<file path="src/design/itdt_pkg.sv">
package itdt_pkg;

  // Source count: five enable registers of eight bits each.
  localparam int unsigned NUM_SRC      = 40;
  localparam int unsigned NUM_RECORDS  = 24;
  localparam int unsigned REG_AW       = 20;

  // Register map on the plain register port.
  localparam logic [19:0] BASE_PAGE_ADDR  = 20'hf02e0;
  localparam logic [19:0] ENABLE0_ADDR    = 20'hf02e8;
  localparam logic [7:0]  BASE_PAGE_RESET = 8'hfd;
  localparam logic [7:0]  ENABLE_RESET    = 8'h00;

  // Cleared bits mark positions with a reserved source; these never start a transfer.
  localparam logic [39:0] SRC_VALID_MASK = 40'hf8_ff_ff_bf_7f;

  // Layout of one control-data record: size and word step in bytes, word positions as indices from its start.
  localparam logic [15:0] REC_BYTES    = 16'h0008;
  localparam logic [15:0] REC_WORD_STEP = 16'h0002;
  localparam logic [7:0]  VEC_OFFSET   = 8'h00;
  localparam logic [1:0]  WORD_CTRL    = 2'h0;
  localparam logic [1:0]  WORD_COUNT   = 2'h1;
  localparam logic [1:0]  WORD_SRC     = 2'h2;
  localparam logic [1:0]  WORD_DST     = 2'h3;

  // Fields of the record control byte.
  localparam int unsigned CTL_MODE       = 0;
  localparam int unsigned CTL_RPT_SIDE   = 1;
  localparam int unsigned CTL_SRC_INC    = 2;
  localparam int unsigned CTL_DST_INC    = 3;
  localparam int unsigned CTL_CHAIN      = 4;
  localparam int unsigned CTL_RPT_IRQ    = 5;
  localparam int unsigned CTL_UNIT_WIDTH = 6;

  // A zero length or count field stands for 256.
  localparam logic [8:0] FULL_256 = 9'h100;

  typedef enum {
    ITDT_IDLE,
    ITDT_VECTOR,
    ITDT_FETCH,
    ITDT_XFER_RD,
    ITDT_XFER_WR,
    ITDT_WRITEBACK
  } itdt_state_e;

  // Request toward the memory bus; held until acknowledged.
  typedef struct packed {
    logic        req;
    logic        we;
    logic        wide;
    logic [15:0] addr;
    logic [15:0] wdata;
  } itdt_mem_s;

endpackage : itdt_pkg

</file>
<file path="src/design/itdt_controller.sv">
// Function
// Twenty-four control records live in RAM.
// Base page supplies upper address byte.
// Enabled peripheral interrupts start an activation.
// Each enable bit maps one fixed source.
// Read record, transfer, write record back.
// Normal or repeat mode, byte or word.
// Chain bit runs following records back to back.
// Source and destination pointers step independently.
// Normal mode zero count: interrupt, disable.
// Repeat with irq enable: interrupt, disable.
// Chained records never interrupt nor disable; code: only records after the first in a chain stay silent.
// Normal block: 1-256 units per activation.
// Normal mode count: 1 to 256 activations.
// Normal mode pointers step only when enabled.
// Software zeroes unused reload in normal mode.
// Repeat block holds at most 255 bytes.
// Repeat count ranges 1 to 255.
// Repeat end restores count and repeat pointer.
// Repeat count refills from reload value.
// Repeat without irq enable: silent, stays enabled.
// Base page changes only with sources disabled.
// Base page written at most once.
// Transfers never target the base page.
// Count drops by one; zero means 256.
// Block length zero means 256 units.
// Word units force both pointers even.
// Repeat side select picks repeat pointer.
// Disabled sources pass straight to controller.
//
// The plain strobed port was chosen for this implementation.
`timescale 1ns/100ps
`default_nettype none

module itdt_controller
  import itdt_pkg::*;
(
  input  wire logic                       clk_i,
  input  wire logic                       reset_n_i,
  input  wire logic [itdt_pkg::REG_AW-1:0] reg_addr_i,
  input  wire logic [7:0]                 reg_wdata_i,
  input  wire logic                       reg_we_i,
  input  wire logic                       reg_re_i,
  output logic      [7:0]                 reg_rdata_o,
  input  wire logic [itdt_pkg::NUM_SRC-1:0] irq_src_i,
  output logic      [itdt_pkg::NUM_SRC-1:0] irq_fwd_o,
  output itdt_pkg::itdt_mem_s             mem_o,
  input  wire logic [15:0]                mem_rdata_i,
  input  wire logic                       mem_ack_i,
  output logic                            busy_o
);
  import itdt_pkg::*;

  typedef struct packed {
    itdt_state_e          st;
    logic [7:0]           base_page;
    logic [NUM_SRC-1:0]   enable;
    logic [NUM_SRC-1:0]   pending;
    logic [NUM_SRC-1:0]   fwd;
    logic [7:0]           rdata;
    itdt_mem_s            mem;
    logic [5:0]           src_idx;
    logic                 first;
    logic [15:0]          rec_addr;
    logic [1:0]           word_idx;
    logic [7:0]           ctl;
    logic [7:0]           blen;
    logic [7:0]           count;
    logic [7:0]           reload;
    logic [15:0]          src_ptr;
    logic [15:0]          dst_ptr;
    logic [8:0]           units_left;
    logic [15:0]          data;
  } itdt_regs_s;

  itdt_regs_s state_reg;
  itdt_regs_s state_next;

  // Lowest numbered pending source wins; the scan also reports whether any is set.
  function automatic logic [6:0] first_set(input logic [NUM_SRC-1:0] vec);
    logic [6:0] res;
    res = '0;
    for (int i = NUM_SRC - 1; i >= 0; i--) begin
      if (vec[i]) begin
        res = {1'b1, 6'(i)};
      end
    end
    return res;
  endfunction : first_set

  // Word units ignore address bit 0 so every access is even.
  function automatic logic [15:0] align(input logic [15:0] a, input logic wide);
    return wide ? {a[15:1], 1'b0} : a;
  endfunction : align

  // Builds a memory request word in one place.
  function automatic itdt_mem_s mem_cmd(input logic we, input logic wide,
                                        input logic [15:0] addr, input logic [15:0] wdata);
    itdt_mem_s m;
    m.req   = 1'b1;
    m.we    = we;
    m.wide  = wide;
    m.addr  = addr;
    m.wdata = wdata;
    return m;
  endfunction : mem_cmd

  // Zero in an eight-bit length or count field stands for 256.
  function automatic logic [8:0] expand(input logic [7:0] v);
    return (v == 8'h00) ? FULL_256 : {1'b0, v};
  endfunction : expand

  logic              wide;
  logic              rpt;
  logic [15:0]       step;
  logic [6:0]        pick;
  logic [NUM_SRC-1:0] go_mask;
  logic [NUM_SRC-1:0] src_bit;
  logic [7:0]        cnt_dec;
  logic              end_cnt;
  logic [15:0]       src_adv;
  logic [15:0]       dst_adv;

  assign wide    = state_reg.ctl[CTL_UNIT_WIDTH];
  assign rpt     = state_reg.ctl[CTL_MODE];
  assign step    = wide ? 16'h0002 : 16'h0001;
  assign go_mask = state_reg.enable & SRC_VALID_MASK;
  assign pick    = first_set(state_reg.pending);
  assign src_bit = NUM_SRC'(1) << state_reg.src_idx;
  assign cnt_dec = state_reg.count - 8'h01;
  assign end_cnt = (cnt_dec == 8'h00);

  // In repeat mode the repeat side always steps; its increment bit has no effect.
  assign src_adv = (rpt ? (state_reg.ctl[CTL_RPT_SIDE] | state_reg.ctl[CTL_SRC_INC])
                        : state_reg.ctl[CTL_SRC_INC])
                 ? state_reg.src_ptr + step : state_reg.src_ptr;
  assign dst_adv = (rpt ? (~state_reg.ctl[CTL_RPT_SIDE] | state_reg.ctl[CTL_DST_INC])
                        : state_reg.ctl[CTL_DST_INC])
                 ? state_reg.dst_ptr + step : state_reg.dst_ptr;

  // Next-state logic for the register port, source bookkeeping and the transfer engine.
  always_comb begin
    state_next         = state_reg;
    state_next.mem.req = state_reg.mem.req & ~mem_ack_i;
    state_next.rdata   = 8'h00;
    state_next.fwd     = '0;

    // A read answers in the next cycle only; unmapped reads return zero.
    if (reg_re_i) begin
      if (reg_addr_i == BASE_PAGE_ADDR) begin
        state_next.rdata = state_reg.base_page;
      end
      for (int i = 0; i < NUM_SRC / 8; i++) begin
        if (reg_addr_i == ENABLE0_ADDR + REG_AW'(i)) begin
          state_next.rdata = state_reg.enable[8*i +: 8];
        end
      end
    end
    if (reg_we_i) begin
      if (reg_addr_i == BASE_PAGE_ADDR) begin
        state_next.base_page = reg_wdata_i;
      end
      for (int i = 0; i < NUM_SRC / 8; i++) begin
        if (reg_addr_i == ENABLE0_ADDR + REG_AW'(i)) begin
          state_next.enable[8*i +: 8] = reg_wdata_i;
        end
      end
    end

    // Engine: every branch except ITDT_IDLE and the default waits for the bus acknowledge before moving on.
    case (state_reg.st)
      ITDT_IDLE: begin
        if (pick[6]) begin
          state_next.src_idx = pick[5:0];
          state_next.pending[pick[5:0]] = 1'b0;
          state_next.first   = 1'b1;
          state_next.mem     = mem_cmd(1'b0, 1'b0,
                                       {state_reg.base_page, VEC_OFFSET + {2'b00, pick[5:0]}},
                                       16'h0000);
          state_next.st      = ITDT_VECTOR;
        end
      end
      ITDT_VECTOR: begin
        if (mem_ack_i) begin
          state_next.rec_addr = {state_reg.base_page, mem_rdata_i[7:0]};
          state_next.word_idx = WORD_CTRL;
          state_next.mem      = mem_cmd(1'b0, 1'b1,
                                        {state_reg.base_page, mem_rdata_i[7:0]}, 16'h0000);
          state_next.st       = ITDT_FETCH;
        end
      end
      ITDT_FETCH: begin
        if (mem_ack_i) begin
          case (state_reg.word_idx)
            WORD_CTRL: begin
              state_next.ctl  = mem_rdata_i[7:0];
              state_next.blen = mem_rdata_i[15:8];
            end
            WORD_COUNT: begin
              state_next.count  = mem_rdata_i[7:0];
              state_next.reload = mem_rdata_i[15:8];
            end
            WORD_SRC: state_next.src_ptr = mem_rdata_i;
            default:  state_next.dst_ptr = mem_rdata_i;
          endcase
          if (state_reg.word_idx == WORD_DST) begin
            state_next.units_left = expand(state_reg.blen);
            state_next.mem = mem_cmd(1'b0, state_reg.ctl[CTL_UNIT_WIDTH],
                                     align(state_reg.src_ptr,
                                           state_reg.ctl[CTL_UNIT_WIDTH]), 16'h0000);
            state_next.st  = ITDT_XFER_RD;
          end else begin
            state_next.word_idx = state_reg.word_idx + 2'h1;
            state_next.mem = mem_cmd(1'b0, 1'b1,
                                     state_reg.rec_addr
                                     + REC_WORD_STEP * {14'h0000, state_reg.word_idx + 2'h1},
                                     16'h0000);
          end
        end
      end
      ITDT_XFER_RD: begin
        if (mem_ack_i) begin
          state_next.data = wide ? mem_rdata_i : {8'h00, mem_rdata_i[7:0]};
          state_next.mem  = mem_cmd(1'b1, wide, align(state_reg.dst_ptr, wide),
                                    wide ? mem_rdata_i : {8'h00, mem_rdata_i[7:0]});
          state_next.st   = ITDT_XFER_WR;
        end
      end
      ITDT_XFER_WR: begin
        if (mem_ack_i) begin
          state_next.src_ptr    = src_adv;
          state_next.dst_ptr    = dst_adv;
          state_next.units_left = state_reg.units_left - 9'h001;
          if (state_reg.units_left != 9'h001) begin
            state_next.mem = mem_cmd(1'b0, wide, align(src_adv, wide), 16'h0000);
            state_next.st  = ITDT_XFER_RD;
          end else begin
            // Only the first record of a chain counts; later ones keep their count.
            if (state_reg.first) begin
              state_next.count = cnt_dec;
              if (end_cnt && rpt) begin
                state_next.count = state_reg.reload;
                if (state_reg.ctl[CTL_RPT_SIDE]) begin
                  state_next.src_ptr = {src_adv[15:8], 8'h00};
                end else begin
                  state_next.dst_ptr = {dst_adv[15:8], 8'h00};
                end
              end
              // Completion: forward the request and clear the enable bit; a request already queued still starts an activation.
              if (end_cnt && (!rpt || state_reg.ctl[CTL_RPT_IRQ])) begin
                state_next.enable = state_next.enable & ~src_bit;
                state_next.fwd    = src_bit;
              end
            end
            state_next.word_idx = WORD_COUNT;
            state_next.mem = mem_cmd(1'b1, 1'b1, state_reg.rec_addr + REC_WORD_STEP,
                                     {state_reg.reload, state_next.count});
            state_next.st  = ITDT_WRITEBACK;
          end
        end
      end
      ITDT_WRITEBACK: begin
        if (mem_ack_i) begin
          if (state_reg.word_idx == WORD_DST) begin
            if (state_reg.ctl[CTL_CHAIN]) begin
              // Next record follows directly after the current one.
              state_next.rec_addr = state_reg.rec_addr + REC_BYTES;
              state_next.first    = 1'b0;
              state_next.word_idx = WORD_CTRL;
              state_next.mem = mem_cmd(1'b0, 1'b1, state_reg.rec_addr + REC_BYTES, 16'h0000);
              state_next.st  = ITDT_FETCH;
            end else begin
              state_next.st = ITDT_IDLE;
            end
          end else begin
            state_next.word_idx = state_reg.word_idx + 2'h1;
            state_next.mem = mem_cmd(1'b1, 1'b1,
                                     state_reg.rec_addr
                                     + REC_WORD_STEP * {14'h0000, state_reg.word_idx + 2'h1},
                                     (state_reg.word_idx == WORD_COUNT) ? state_reg.src_ptr
                                                                       : state_reg.dst_ptr);
          end
        end
      end
      default: begin
        state_next.st = ITDT_IDLE;
      end
    endcase

    // Enabled requests are queued; a new one wins over the clear of the same bit.
    state_next.pending = state_next.pending | (irq_src_i & go_mask);
    // Sources that may not start a transfer go straight through.
    state_next.fwd = state_next.fwd | (irq_src_i & ~go_mask);
  end

  // Single state register; reset puts the engine idle with all sources disabled.
  always_ff @(posedge clk_i) begin
    if (!reset_n_i) begin
      state_reg           <= '0;
      state_reg.st        <= ITDT_IDLE;
      state_reg.base_page <= BASE_PAGE_RESET;
      state_reg.enable    <= {(NUM_SRC / 8){ENABLE_RESET}};
    end else begin
      state_reg <= state_next;
    end
  end

  // Every output except busy_o is a flip-flop of the state register; busy_o decodes the state.
  assign reg_rdata_o = state_reg.rdata;
  assign irq_fwd_o   = state_reg.fwd;
  assign mem_o       = state_reg.mem;
  assign busy_o      = (state_reg.st != ITDT_IDLE);

endmodule : itdt_controller

`default_nettype wire

</file>
<file path="config.mk">
export PLATFORM = sky130hd
export DESIGN_NAME = itdt_controller
export DESIGN_NICKNAME = d
export VERILOG_FILES = /design/src/design/itdt_pkg.sv /design/src/design/itdt_controller.sv
export SDC_FILE = /design/constraint.sdc
export NUM_CORES = 1
export LEC_CHECK = 0
export ABC_AREA = 1
export BUFFER_PORTS_ARGS = -buffer_cell sky130_fd_sc_hd__buf_2
export CORE_ASPECT_RATIO = 0.9
export CORE_MARGIN = 4
export CORE_UTILIZATION = 50
export CTS_CLUSTER_SIZE = 10
export DETAILED_ROUTE_END_ITERATION = 8
export PLACE_DENSITY = 0.81
export REMOVE_ABC_BUFFERS = 1
export SETUP_SLACK_MARGIN = 0.05
export SYNTH_ARGS = -nofsm -noshare
export SYNTH_HDL_FRONTEND = slang
export SYNTH_SLANG_ARGS = --single-unit
</file>
<file path="constraint.sdc">
create_clock -name clk_i -period 4.15 [get_ports clk_i]
set_input_delay 0.6225 -clock clk_i [delete_from_list [all_inputs] [get_ports clk_i]]
set_output_delay 0.6225 -clock clk_i [all_outputs]
set_load 0.005 [all_outputs]
</file>
==> summary by stage, run 1 <==
GRT
The global-route wire length before repair is 83000 µm. The total overflow left after global routing is 0. Entering global routing, the biggest net connects 83 pins. The global-route met2 utilization is 0.441. The met1 usage is 0.458. The number of antenna violations at the first check in global routing is 0. The number of global-route vias before repair is between 15000 and 20000. The global-route layer with the greatest usage is met1. In the global route stage, overall resource usage came out at 0.306. The met3 track demand over resource in global routing is 0.0571.

Place
In this run the cell area measured after placement is 16000 µm². The final estimated routing congestion in global placement is 0.991. During placement, the flow inserted port buffers numbering 172. The worst setup timing slack at the placement stage is 1070 ps. The wire-length estimate of the detail-placed layout is 39900 µm. Once placement completed, the tool counted placed cells totaling 2724.

Route
In the routed design, unresolved DRC markers number 0. For this block, the via count after detailed routing is 16300. Once detail routing completed, the nets flagged for antenna violations numbered 0. For this block, the routed nets add up to 53300 µm of wire. Dividing the detail-routed via count by the number of cells gives about 5.9. In the final routed layout, each cell accounts on average for 19.3 µm. The number of iterations in the first detailed-routing pass is 6. The iteration-0 DRC count of the detailed router is 2099.

CTS
The worst-skew pair later-pin latency is between 500 and 600 ps. After clock tree synthesis, the repair step resized 0 gates. Clock tree synthesis inserted a total of 34 buffers. The CTS tree is yes. After clock tree synthesis, the setup repair step added 0 buffers. The clock passes through at most 3 buffers. The cell at the root of the clock tree is sky130_fd_sc_hd__clkbuf_16. Clock-pin slew was measured on the worst setup and hold paths at 60 ps. The number of H-tree levels is 2. The number of hold buffers added after CTS was 0. The clock net in this run drives a total of 271 sinks.

Setup path
STA puts the critical path data required time at 4540 ps. The arrival time reported for the critical path endpoint is ~3500 ps. The kind of critical path is reg -> reg.

Of all nets on the critical path, the largest fanout is 18. The worst setup path is launched from a flip-flop. The register-to-register setup slack is roughly 1000 ps. The endpoint kind of the worst setup timing path is a flip-flop.

Logic synthesis
The sequential cell area fraction in the yosys report is 0.352. The number of synthesized flops with an enable pin is 0. The mean post-synth cell area is 6.72 µm². The fraction of registers with async set/reset is 0. Yosys printed 0 warnings. The area of the mapped netlist is 15400 µm². Ranked by instance count, the synthesized netlist is headed by 422 x sky130_fd_sc_hd__nand2_1, 314 x sky130_fd_sc_hd__nor2_1, 287 x sky130_fd_sc_hd__inv_1. Yosys instantiated no cell more often than sky130_fd_sc_hd__nand2_1.

The most used flip-flop cell after synthesis is sky130_fd_sc_hd__dfxtp_1. Yosys attributes the largest share of cell area to sky130_fd_sc_hd__dfxtp_1 35%, sky130_fd_sc_hd__nand2_1 10%, sky130_fd_sc_hd__nor2_1 7.6%. Of the post-synthesis cell area, the dominant cell type holds 0.352. Synthesis handed over a netlist of ~2300 instances. The number of flip-flops and latches in the synthesized netlist is 271.

After synthesis, the netlist uses 53 different library cells. The synthesized design spends more area on one cell type than any other, namely sky130_fd_sc_hd__dfxtp_1.

Timing
Setup slack on the critical path of the routed design comes to 1020 ps. The hold violation count in the final report is 0. The final max-slew violation count is 0. The actual transition at the worst max-transition pin is 968 ps. Setup repair after global routing left no endpoint under its margin. Between clock sinks in the finished design, the worst skew comes to 14.3 ps.

The total negative slack is 0 ps. The share of the clock period used by the worst path after layout is 0.754. Setup violations remaining at the end of the flow were counted as 0. The worst slew margin relative to its limit is 0.349. Timing would allow up to about 320 MHz. Counting I/O delays and the setup requirement, the final critical path takes 3130 ps.

Cells and area
The final-layout fill cell count is a little under 3000. The area of the multi-input gates is 7850 µm². The finished layout holds 2770 standard cells, fillers aside.

0 antenna diodes ended up in the layout. The sequential standard cell area is around 5400 µm². The area growth from synthesis to layout is 10.2%. The number of nets in the final layout is 2465. The flip-flop count of the largest register after layout is roughly 150. Of the cells placed in the final design, the portion with a size suffix greater than 1 is 0.119.

The summed area of non-filler cells in the final layout is 17000 µm².

Die
During I/O placement, the number of pins put on the boundary was 173. The initial core utilization is 0.511. The floorplan has 60 rows. The total core area is 30200 µm². The floorplan step set the die height to 175 µm.

The floorplan step defined a die boundary enclosing 33700 µm². The die outline width is 193 µm.

Hold path
The worst hold path belongs to the class in -> reg.

Power and ir drop
The power per unit of standard cell area is between 400 and 500 nW/µm². In this run the static leakage power is 6.82 nW. The completed layout was analyzed and its total power is 7.11 mW. VDD sags by at most around 300 µV.

Flow run
The total of max-cap violations is 0.

Run status
The run finished with clean final reports.
## worst max-delay path: stages, from the launching register on
cell,delay (ps)
sky130_fd_sc_hd__dfxtp_1,380
sky130_fd_sc_hd__ha_1,570
sky130_fd_sc_hd__clkinv_1,170
sky130_fd_sc_hd__o21ai_0,270
sky130_fd_sc_hd__nand3_1,670
sky130_fd_sc_hd__inv_1,520
sky130_fd_sc_hd__o21ai_0,150
sky130_fd_sc_hd__o221a_2,270
## metrics by stage
stage | utilization | hold WS (ps)
3_3_place_gp | 0.531 | 451
6_report | 0.563 | 331
5_1_grt | 0.563 | 333
2_1_floorplan | - | 434
4_1_cts | 0.563 | 321
3_5_place_dp | 0.531 | 457
## layout by cell type, fill, tap and decap left out, types with 3 or more instances in the layout
| master | n |
|---|---|
| sky130_fd_sc_hd__o21ai_1 | 12 |
| sky130_fd_sc_hd__a22oi_1 | 3 |
| sky130_fd_sc_hd__o21bai_1 | 3 |
| sky130_fd_sc_hd__a21oi_2 | 7 |
| sky130_fd_sc_hd__dfxtp_1 | 271 |
| sky130_fd_sc_hd__o211ai_1 | 37 |
| sky130_fd_sc_hd__nand4_1 | 30 |
| sky130_fd_sc_hd__xor2_1 | 26 |
| sky130_fd_sc_hd__o22ai_1 | 8 |
| sky130_fd_sc_hd__clkbuf_16 | 35 |
| sky130_fd_sc_hd__clkinv_1 | 5 |
| sky130_fd_sc_hd__inv_2 | 25 |
| sky130_fd_sc_hd__nand3b_1 | 3 |
| sky130_fd_sc_hd__o221ai_1 | 10 |
| sky130_fd_sc_hd__mux2i_1 | 6 |
| sky130_fd_sc_hd__nand2_1 | 422 |
| sky130_fd_sc_hd__a41oi_1 | 16 |
| sky130_fd_sc_hd__ha_1 | 16 |
| sky130_fd_sc_hd__o2111ai_1 | 8 |
| sky130_fd_sc_hd__buf_2 | 172 |
| sky130_fd_sc_hd__nor3_1 | 42 |
| sky130_fd_sc_hd__o31ai_1 | 5 |
| sky130_fd_sc_hd__a2111oi_0 | 27 |
| sky130_fd_sc_hd__a21oi_1 | 154 |
| sky130_fd_sc_hd__inv_1 | 287 |
| sky130_fd_sc_hd__a211oi_1 | 17 |
| sky130_fd_sc_hd__and3_1 | 6 |
| sky130_fd_sc_hd__nor4_1 | 17 |
| sky130_fd_sc_hd__nand3_1 | 92 |
| sky130_fd_sc_hd__a221oi_1 | 20 |
| sky130_fd_sc_hd__o21ai_0 | 144 |
| sky130_fd_sc_hd__a31oi_1 | 58 |
| sky130_fd_sc_hd__nor2_1 | 314 |
| sky130_fd_sc_hd__clkbuf_1 | 5 |
| sky130_fd_sc_hd__buf_4 | 23 |
| sky130_fd_sc_hd__xnor2_1 | 9 |
| sky130_fd_sc_hd__fa_1 | 3 |
## path summary, 6_finish.rpt
kind         cells past startpoint              to           from
max                              7  state_reg[102]  state_reg[90]
min                              3   irq_fwd_o[33]  irq_src_i[33]
min reg2reg                      2       mem_o[11]      mem_o[11]
max reg2reg                      7  state_reg[102]  state_reg[90]
## power breakdown
part / internal, mW / switching [mW]
logic: 0.446 / 0.943
registers: 2.80 / 0.206
clock network: 1.61 / 1.10
total: 4.86 / 2.25
## final cells by class
| cell class | count | share of cell area |
|---|---|---|
| Multi-Input combinational cell | 1535 | 0.462 |
| Clock inverter | 4 | 0.00287 |
| Timing Repair Buffer | 196 | 0.0620 |
| Sequential cell | 271 | 0.319 |
| Tap cell | 403 | 0.0297 |
| Inverter | 319 | 0.0707 |
| Clock buffer | 42 | 0.0542 |
## logic make-up (layout without fill, tap and decap cells)
group,after synthesis,count (layout),share of synthesized area
flip-flops,271,271,0.352
multiplexers,6,6,0.00389
AO/OA/AOI/OAI,540,540,0.216
AND/OR/NAND/NOR,935,935,0.251
adder cells (fa/ha/maj),19,19,0.0169
buffers and inverters,489,561,0.140
XOR/XNOR,35,35,0.0199
## per-layer routing
layer,up-vias,wire (µm)
met3,124,5490
met4,0,1970
met1,7494,23500
li1,7715,-
met2,969,22300
met5,-,0
(Power assumes the default switching activity.)
==> run 2, diff against run 1 <==
- PLACE_DENSITY: 0.81 -> 0.84
- clock period: 4.15 -> 2.73 ns (I/O delays scaled with it)
==> run 2 against run 1 <==
Effect of this change: the run now ends with setup timing left; sequential power is 51% higher; first-iteration DRC count fell by 1.2%; via count increased by 3.3%; sequential share of layout area fell by 1.6 points; non-clock buffer count is 84 higher; flip-flop and latch count unchanged; routed wire length is 4.5% higher; critical path depth up 36; clock power grew 52%; count of clock-buffer cells in the layout decreased by 2; critical path type unchanged; highest routed layer unchanged.
==> summary by stage, run 2 (synthesis gave the netlist of run 1 again) <==
Power and ir drop
The leakage component of the power is 7.31 nW (+7.2%). The total power after layout came to 11.0 mW (+55%). The power per unit of standard cell area was 614 nW/µm² (+47%). The largest vdd supply drop is 500 µV (+68%).

Route
The total number of vias was 16800 (+3.3%). The per-cell routed wire length was 19.5 µm (+1.5%). The post-detailed-routing wire length is 55800 µm (+4.5%). The number of iterations in the first detailed-routing pass came to 6 (unchanged). The via-per-instance ratio is 5.90 (+0.29%). The remaining routing DRC violations is 0 (unchanged). The post-route antenna net violation count is 0 (unchanged). The iteration-0 DRC count of the detailed router was 2074 (-1.2%).

Timing
The final setup violation count is 36 (+36). The timing-limited maximum frequency is 354 MHz (+11%). Setup repair after global routing could not meet its margin everywhere.

The smallest setup slack after layout was -97.1 ps (-1120 ps). The worst slew margin relative to its limit is 0.543 (+0.195). The post-layout minimum cycle time was 2830 ps (-303 ps). The share of the clock period used by the worst path after layout is 1.04 (+0.281). The actual transition at the worst max-transition pin is 683 ps (-286 ps). The worst clock skew on the final layout is 18.6 ps (+4.30 ps). The hold violation count in the final report came to 0 (unchanged).

The final max-slew violation count was 0 (unchanged).

Die
The total core area is 30200 µm² (unchanged). The floorplan die height is 175 µm (unchanged). The die footprint is 33700 µm² (unchanged). The die outline width is 193 µm (unchanged). The floorplan row count is 60 (unchanged).

The number of top-level pins is 173 (unchanged). The initial core utilization is 0.511 (unchanged).

GRT
The global-route usage over all layers is 0.315 (+0.00862). The overall overflow remaining after global route was 0 (unchanged). The maximum number of pins on one net before global-route repair is 52 (-37%). The number of global-route vias before repair came to 15400 (+1.6%). The global-route wire length before repair was 84600 µm (+1.9%). The number of antenna violations at the first check in global routing is 0 (unchanged).

Cells and area
Compared with the post-synthesis result, the final layout area differs by 16.2%. The flip-flop count of the largest register after layout came to 152 (unchanged). The share of layout cells above drive strength 1 was 0.172 (+0.0531). The non-filler instance count after layout was 2853 (+3.0%). In the layout the commonest cells are 418 x sky130_fd_sc_hd__nand2_1, 300 x sky130_fd_sc_hd__nor2_1, 283 x sky130_fd_sc_hd__inv_1.

The final-layout fill cell count is 2916 (+0.034%). Leaving out fill and tap cells, the most frequent cell in the layout is sky130_fd_sc_hd__nand2_1. The number of nets in the final layout is 2550 (+3.4%). The count of inserted antenna diode cells is 0 (unchanged).

Setup path
The maximum fanout along the worst path is 7 (-11). The kind of critical path is reg -> reg. In this design, the critical path's most frequently occurring cell is sky130_fd_sc_hd__nand2_1. The endpoint kind of the worst setup timing path is a flip-flop. The arrival time reported for the critical path endpoint was 3200 ps (-320 ps). STA classifies the critical path startpoint as a flip-flop. The required time at the worst-slack endpoint is 3100 ps (-1440 ps). The delay contributed by the slowest stage of the critical path is 320 ps (-350 ps).

The slowest cell on the critical path is sky130_fd_sc_hd__dfxtp_2.

Hold path
The kind of path behind the tightest hold check is in -> reg.

CTS
The number of buffers on the longest clock path is 3 (unchanged). TritonCTS built the clock tree. The worst-skew pair later-pin latency is 510 ps (about the same). The clock sink count was 271 (unchanged). The post-CTS clock slew at the launch and capture registers of the worst setup and hold paths is 60 ps (about the same).

In this run the clock root is driven by a sky130_fd_sc_hd__clkbuf_16. The number of H-tree levels is 2 (unchanged). The count of hold-fix buffers inserted at cts is 0 (unchanged). The number of buffers inserted during clock tree synthesis is 34 (unchanged).

Run status
The run finished, with violations left. The checks that failed: setup timing.

Place
The number of placed cells counting well taps is 2801 (+2.8%). The post-detailed-placement half-perimeter wirelength is 42200 µm (+5.8%). The number of I/O port buffers was 172 (unchanged). The worst setup timing slack at the placement stage is -49.6 ps (-1120 ps).

The final estimated routing congestion in global placement is 1.01 (+1.8%).

Flow run
The total of max-cap violations is 0 (unchanged).
==> run 2: stage by stage <==
step	util	cell area, µm²	setup TNS [ps]	hold WS [ps]
after floorplan	-	14500	-127740	434
after global placement	0.552	16700	-41.8	449
after detailed placement	0.552	16700	-186	455
after CTS	0.585	17700	-424	101
after global routing	0.594	17900	-18990	129
final	0.594	17900	-1600	110
==> run 2: metal layers <==
metal	GRT usage	part of all wire	vias to the layer above
li1	-	-	7893
met5	0	0	-
met3	0.0615	0.11	146
met4	0.0941	0.034	0
met2	0.464	0.42	1009
met1	0.467	0.43	7792
==> run 2: critical path: cells and delay by family, from the launching register on <==
family                 cells  cell delay (ps)
AND/OR/NAND/NOR           40             2130
flip-flops                 1              320
buffers and inverters      2              200
AO/OA/AOI/OAI              1               50
==> run 2: what timing repair did <==
action / CTS / global route
buffers inserted: 0 / 6
setup endpoints to repair: 41 / 126
pin swaps: 1 / 14
gates cloned: 1 / 1
gates resized for setup: 9 / 57
==> run 2: worst paths after layout <==
kind,end,cells after the start,start,slack [ps]
hold / removal,irq_fwd_o[33],3,irq_src_i[33],110
setup / recovery,state_reg[236],43,state_reg[235],-100
setup reg to reg,state_reg[236],43,state_reg[235],-100
hold reg to reg,mem_o[14],2,mem_o[14],460
==> run 2: area by class of cell <==
type,instances,area [µm²],area share
Multi-Input combinational cell,1536,8050,0.449
Tap cell,403,504,0.0281
Clock inverter,4,51.3,0.00286
Timing Repair Buffer,280,1770,0.0985
Inverter,319,1210,0.0675
Sequential cell,271,5430,0.303
Clock buffer,40,915,0.0510
==> run 2: power by group <==
part	switching, mW	internal [mW]	total, mW
combinational	1.51	0.816	2.32
clock	1.69	2.44	4.13
sequential	0.303	4.26	4.56
total	3.50	7.51	11.0
==> run 3, diff against run 2 <==
- BUFFER_PORTS_ARGS: -buffer_cell sky130_fd_sc_hd__buf_2 -> -buffer_cell sky130_fd_sc_hd__buf_4
- CAP_MARGIN: not set -> 5
==> run 3 against run 2 <==
Effect of this change: the run still ends with setup timing left; register-to-register slack better by 70 ps; utilization is 1.8 points higher; final cell count is 0.81% higher; first-iteration DRC count is 15% higher; clock power is 1% lower; worst hold slack better by 5.5 ps; critical path depth stayed put.
==> summary by stage, run 3 (synthesis gave the netlist of run 1 again) <==
Route
The post-route antenna net violation count was 0 (unchanged). The number of iterations in the first detailed-routing pass is 7 (+1). The total number of vias came to 17100 (+1.3%). The per-cell routed wire length was 19.7 µm (+0.58%).

The iteration-0 DRC count of the detailed router is 2383 (+15%). The via-per-instance ratio is 5.93 (+0.48%). The remaining routing DRC violations was 0 (unchanged).

The post-detailed-routing wire length is 56500 µm (+1.4%).

Timing
The total negative slack is -99.2 ps (+1500 ps). The actual transition at the worst max-transition pin is 752 ps (+69.6 ps). The final max-slew violation count is 0 (unchanged). The hold violation count in the final report is 0 (unchanged). The share of the clock period used by the worst path after layout is 1.01 (-0.0268). The timing-limited maximum frequency is 363 MHz (+2.7%). The final worst hold slack is 116 ps (+5.54 ps). The worst clock skew on the final layout is 15.5 ps (-3.18 ps). Setup repair after global routing could not meet its margin everywhere. The post-layout minimum cycle time is 2750 ps (-73.2 ps).

The final setup violation count came to 12 (-67%). The worst slew margin relative to its limit is 0.498 (-0.0447). The smallest setup slack after layout is -23.8 ps (+73.2 ps).

Die
The die footprint is 33700 µm² (unchanged). The floorplan die height is 175 µm (unchanged). The floorplan row count is 60 (unchanged). The total core area is 30200 µm² (unchanged).

The number of top-level pins is 173 (unchanged). The initial core utilization is 0.511 (unchanged). The die outline width is 193 µm (unchanged).

GRT
The number of global-route vias before repair was 15800 (+2.4%). met1 is the most crowded layer. The global-route wire length before repair is 86500 µm (+2.3%). The met1 usage is 0.476 (+0.00934).

The maximum number of pins on one net before global-route repair is 67 (+29%). The met3 track demand over resource in global routing is 0.0591 (-0.00240). The global-route met2 utilization is 0.475 (+0.0117).

The overall overflow remaining after global route is 0 (unchanged). The global-route usage over all layers came to 0.321 (+0.00596). The number of antenna violations at the first check in global routing is 2 (+2).

CTS
The CTS tree is yes. The number of buffers on the longest clock path is 3 (unchanged). The tree is rooted in a sky130_fd_sc_hd__clkbuf_16. The post-CTS clock slew at the launch and capture registers of the worst setup and hold paths came to 60 ps (about the same). The number of buffers inserted during clock tree synthesis is 34 (unchanged). The clock sink count is 271 (unchanged). The worst-skew pair later-pin latency is 510 ps (about the same).

The number of H-tree levels was 2 (unchanged).

Setup path
The setup path with the least slack is of type reg -> reg. The delay contributed by the slowest stage of the critical path came to 330 ps (about the same). The slowest stage of the critical path belongs to the cell sky130_fd_sc_hd__dfxtp_2. STA classifies the critical path startpoint as a flip-flop.

The arrival time reported for the critical path endpoint is 3190 ps (about the same). The maximum fanout along the worst path is 6 (-1). The required time at the worst-slack endpoint is 3170 ps (+70 ps). The dominant cell type by count on the critical path is sky130_fd_sc_hd__nand2_1. The endpoint kind of the worst setup timing path is a flip-flop.

Cells and area
The non-filler instance count after layout is 2876 (+0.81%). The final design utilization is 0.612 (+0.0181). The area of the multi-input gates is 8060 µm² (+0.12%). Leaving out fill and tap cells, the most frequent cell in the layout is sky130_fd_sc_hd__nand2_1.

The final-layout fill cell count is 2790 (-4.3%). The share of layout cells above drive strength 1 is 0.179 (+0.00689). Compared with the post-synthesis result, the final layout area differs by 19.8%. The count of inserted antenna diode cells was 0 (unchanged).

The number of nets in the final layout is 2569 (+0.75%). The sequential standard cell area is 5430 µm² (-0.12%). In the layout the commonest cells are 419 x sky130_fd_sc_hd__nand2_1, 292 x sky130_fd_sc_hd__nor2_1, 292 x sky130_fd_sc_hd__buf_4. The flip-flop count of the largest register after layout is 152 (unchanged).

The summed area of non-filler cells in the final layout is 18500 µm² (+3.0%).

Place
The number of placed cells counting well taps is 2823 (+0.79%). The number of I/O port buffers is 172 (unchanged). The post-detailed-placement half-perimeter wirelength is 42600 µm (+0.87%).

The final estimated routing congestion in global placement is 0.988 (-2.1%). The cell area after placement is 17200 µm² (+3.4%).

Run status
The run finished, with violations left. The checks that failed: setup timing.

Flow run
The total of max-cap violations is 0 (unchanged).

Hold path
The kind of path behind the tightest hold check is in -> reg.

Power and ir drop
The leakage component of the power is 7.47 nW (+2.1%). The power per unit of standard cell area was 602 nW/µm² (-2.0%). The largest vdd supply drop was 511 µV (+2.2%).
[run 3: cell count changes in the layout (fill, tap and decap cells not counted), moves of 5 or more]
| cell | change |
|---|---|
| sky130_fd_sc_hd__buf_2 | -172 |
| sky130_fd_sc_hd__buf_4 | +194 |
| sky130_fd_sc_hd__dfxtp_1 | +5 |
| sky130_fd_sc_hd__dfxtp_2 | -5 |
| sky130_fd_sc_hd__nor2_1 | -8 |
| sky130_fd_sc_hd__nor2_2 | +7 |
[run 3: final cells by class]
class	count	share of cell area
multi-input combinational	1536	0.436
sequential	271	0.294
timing repair buffer	299	0.124
inverter	319	0.0660
clock buffer	43	0.0500
tap	403	0.0273
clock inverter	5	0.00237
[run 3: where the power goes]
group	total (mW)	switching (mW)	internal (mW)
registers	4.57	0.307	4.26
clock network	4.07	1.70	2.37
logic	2.49	1.55	0.937
total	11.1	3.56	7.56
[run 3: metal layers]
layer	up-vias	wire, µm
li1	7925	-
met1	7884	24100
met2	1102	24300
met3	143	6520
met4	4	1630
met5	-	30
[run 3: path summary, 6_finish.rpt]
kind                  startpoint              to  slack (ps)  depth (start not counted)
setup / recovery  state_reg[235]  state_reg[232]         -20                         43
hold / removal     irq_src_i[33]   irq_fwd_o[33]         120                          3
setup reg to reg  state_reg[235]  state_reg[232]         -20                         43
hold reg to reg    state_reg[76]   state_reg[76]         470                          2
[run 3: repair_timing]
action / 4_1_cts / 5_1_grt
setup buffers: 0 / 4
gates resized for setup: 9 / 62
pin swaps: 2 / 13
endpoints found under the setup margin: 43 / 140
gates cloned: 1 / 0
hold buffers: 0 / 0
[run 3: stage by stage]
| stage | power, mW | setup WS [ps] |
|---|---|---|
| 2_1_floorplan | 5.80 | -1060 |
| 3_3_place_gp | 6.94 | 11.4 |
| 3_5_place_dp | 6.98 | -17.9 |
| 4_1_cts | 11.0 | -28.6 |
| 5_1_grt | 11.5 | -369 |
| 6_report | 11.1 | -23.8 |
[run 3: critical path, delay by kind of cell, from the launching register on]
| kind | cells | cell delay (ps) |
|---|---|---|
| simple gates | 40 | 2040 |
| flops | 1 | 330 |
| buf+inv | 2 | 180 |
| compound gates | 1 | 130 |
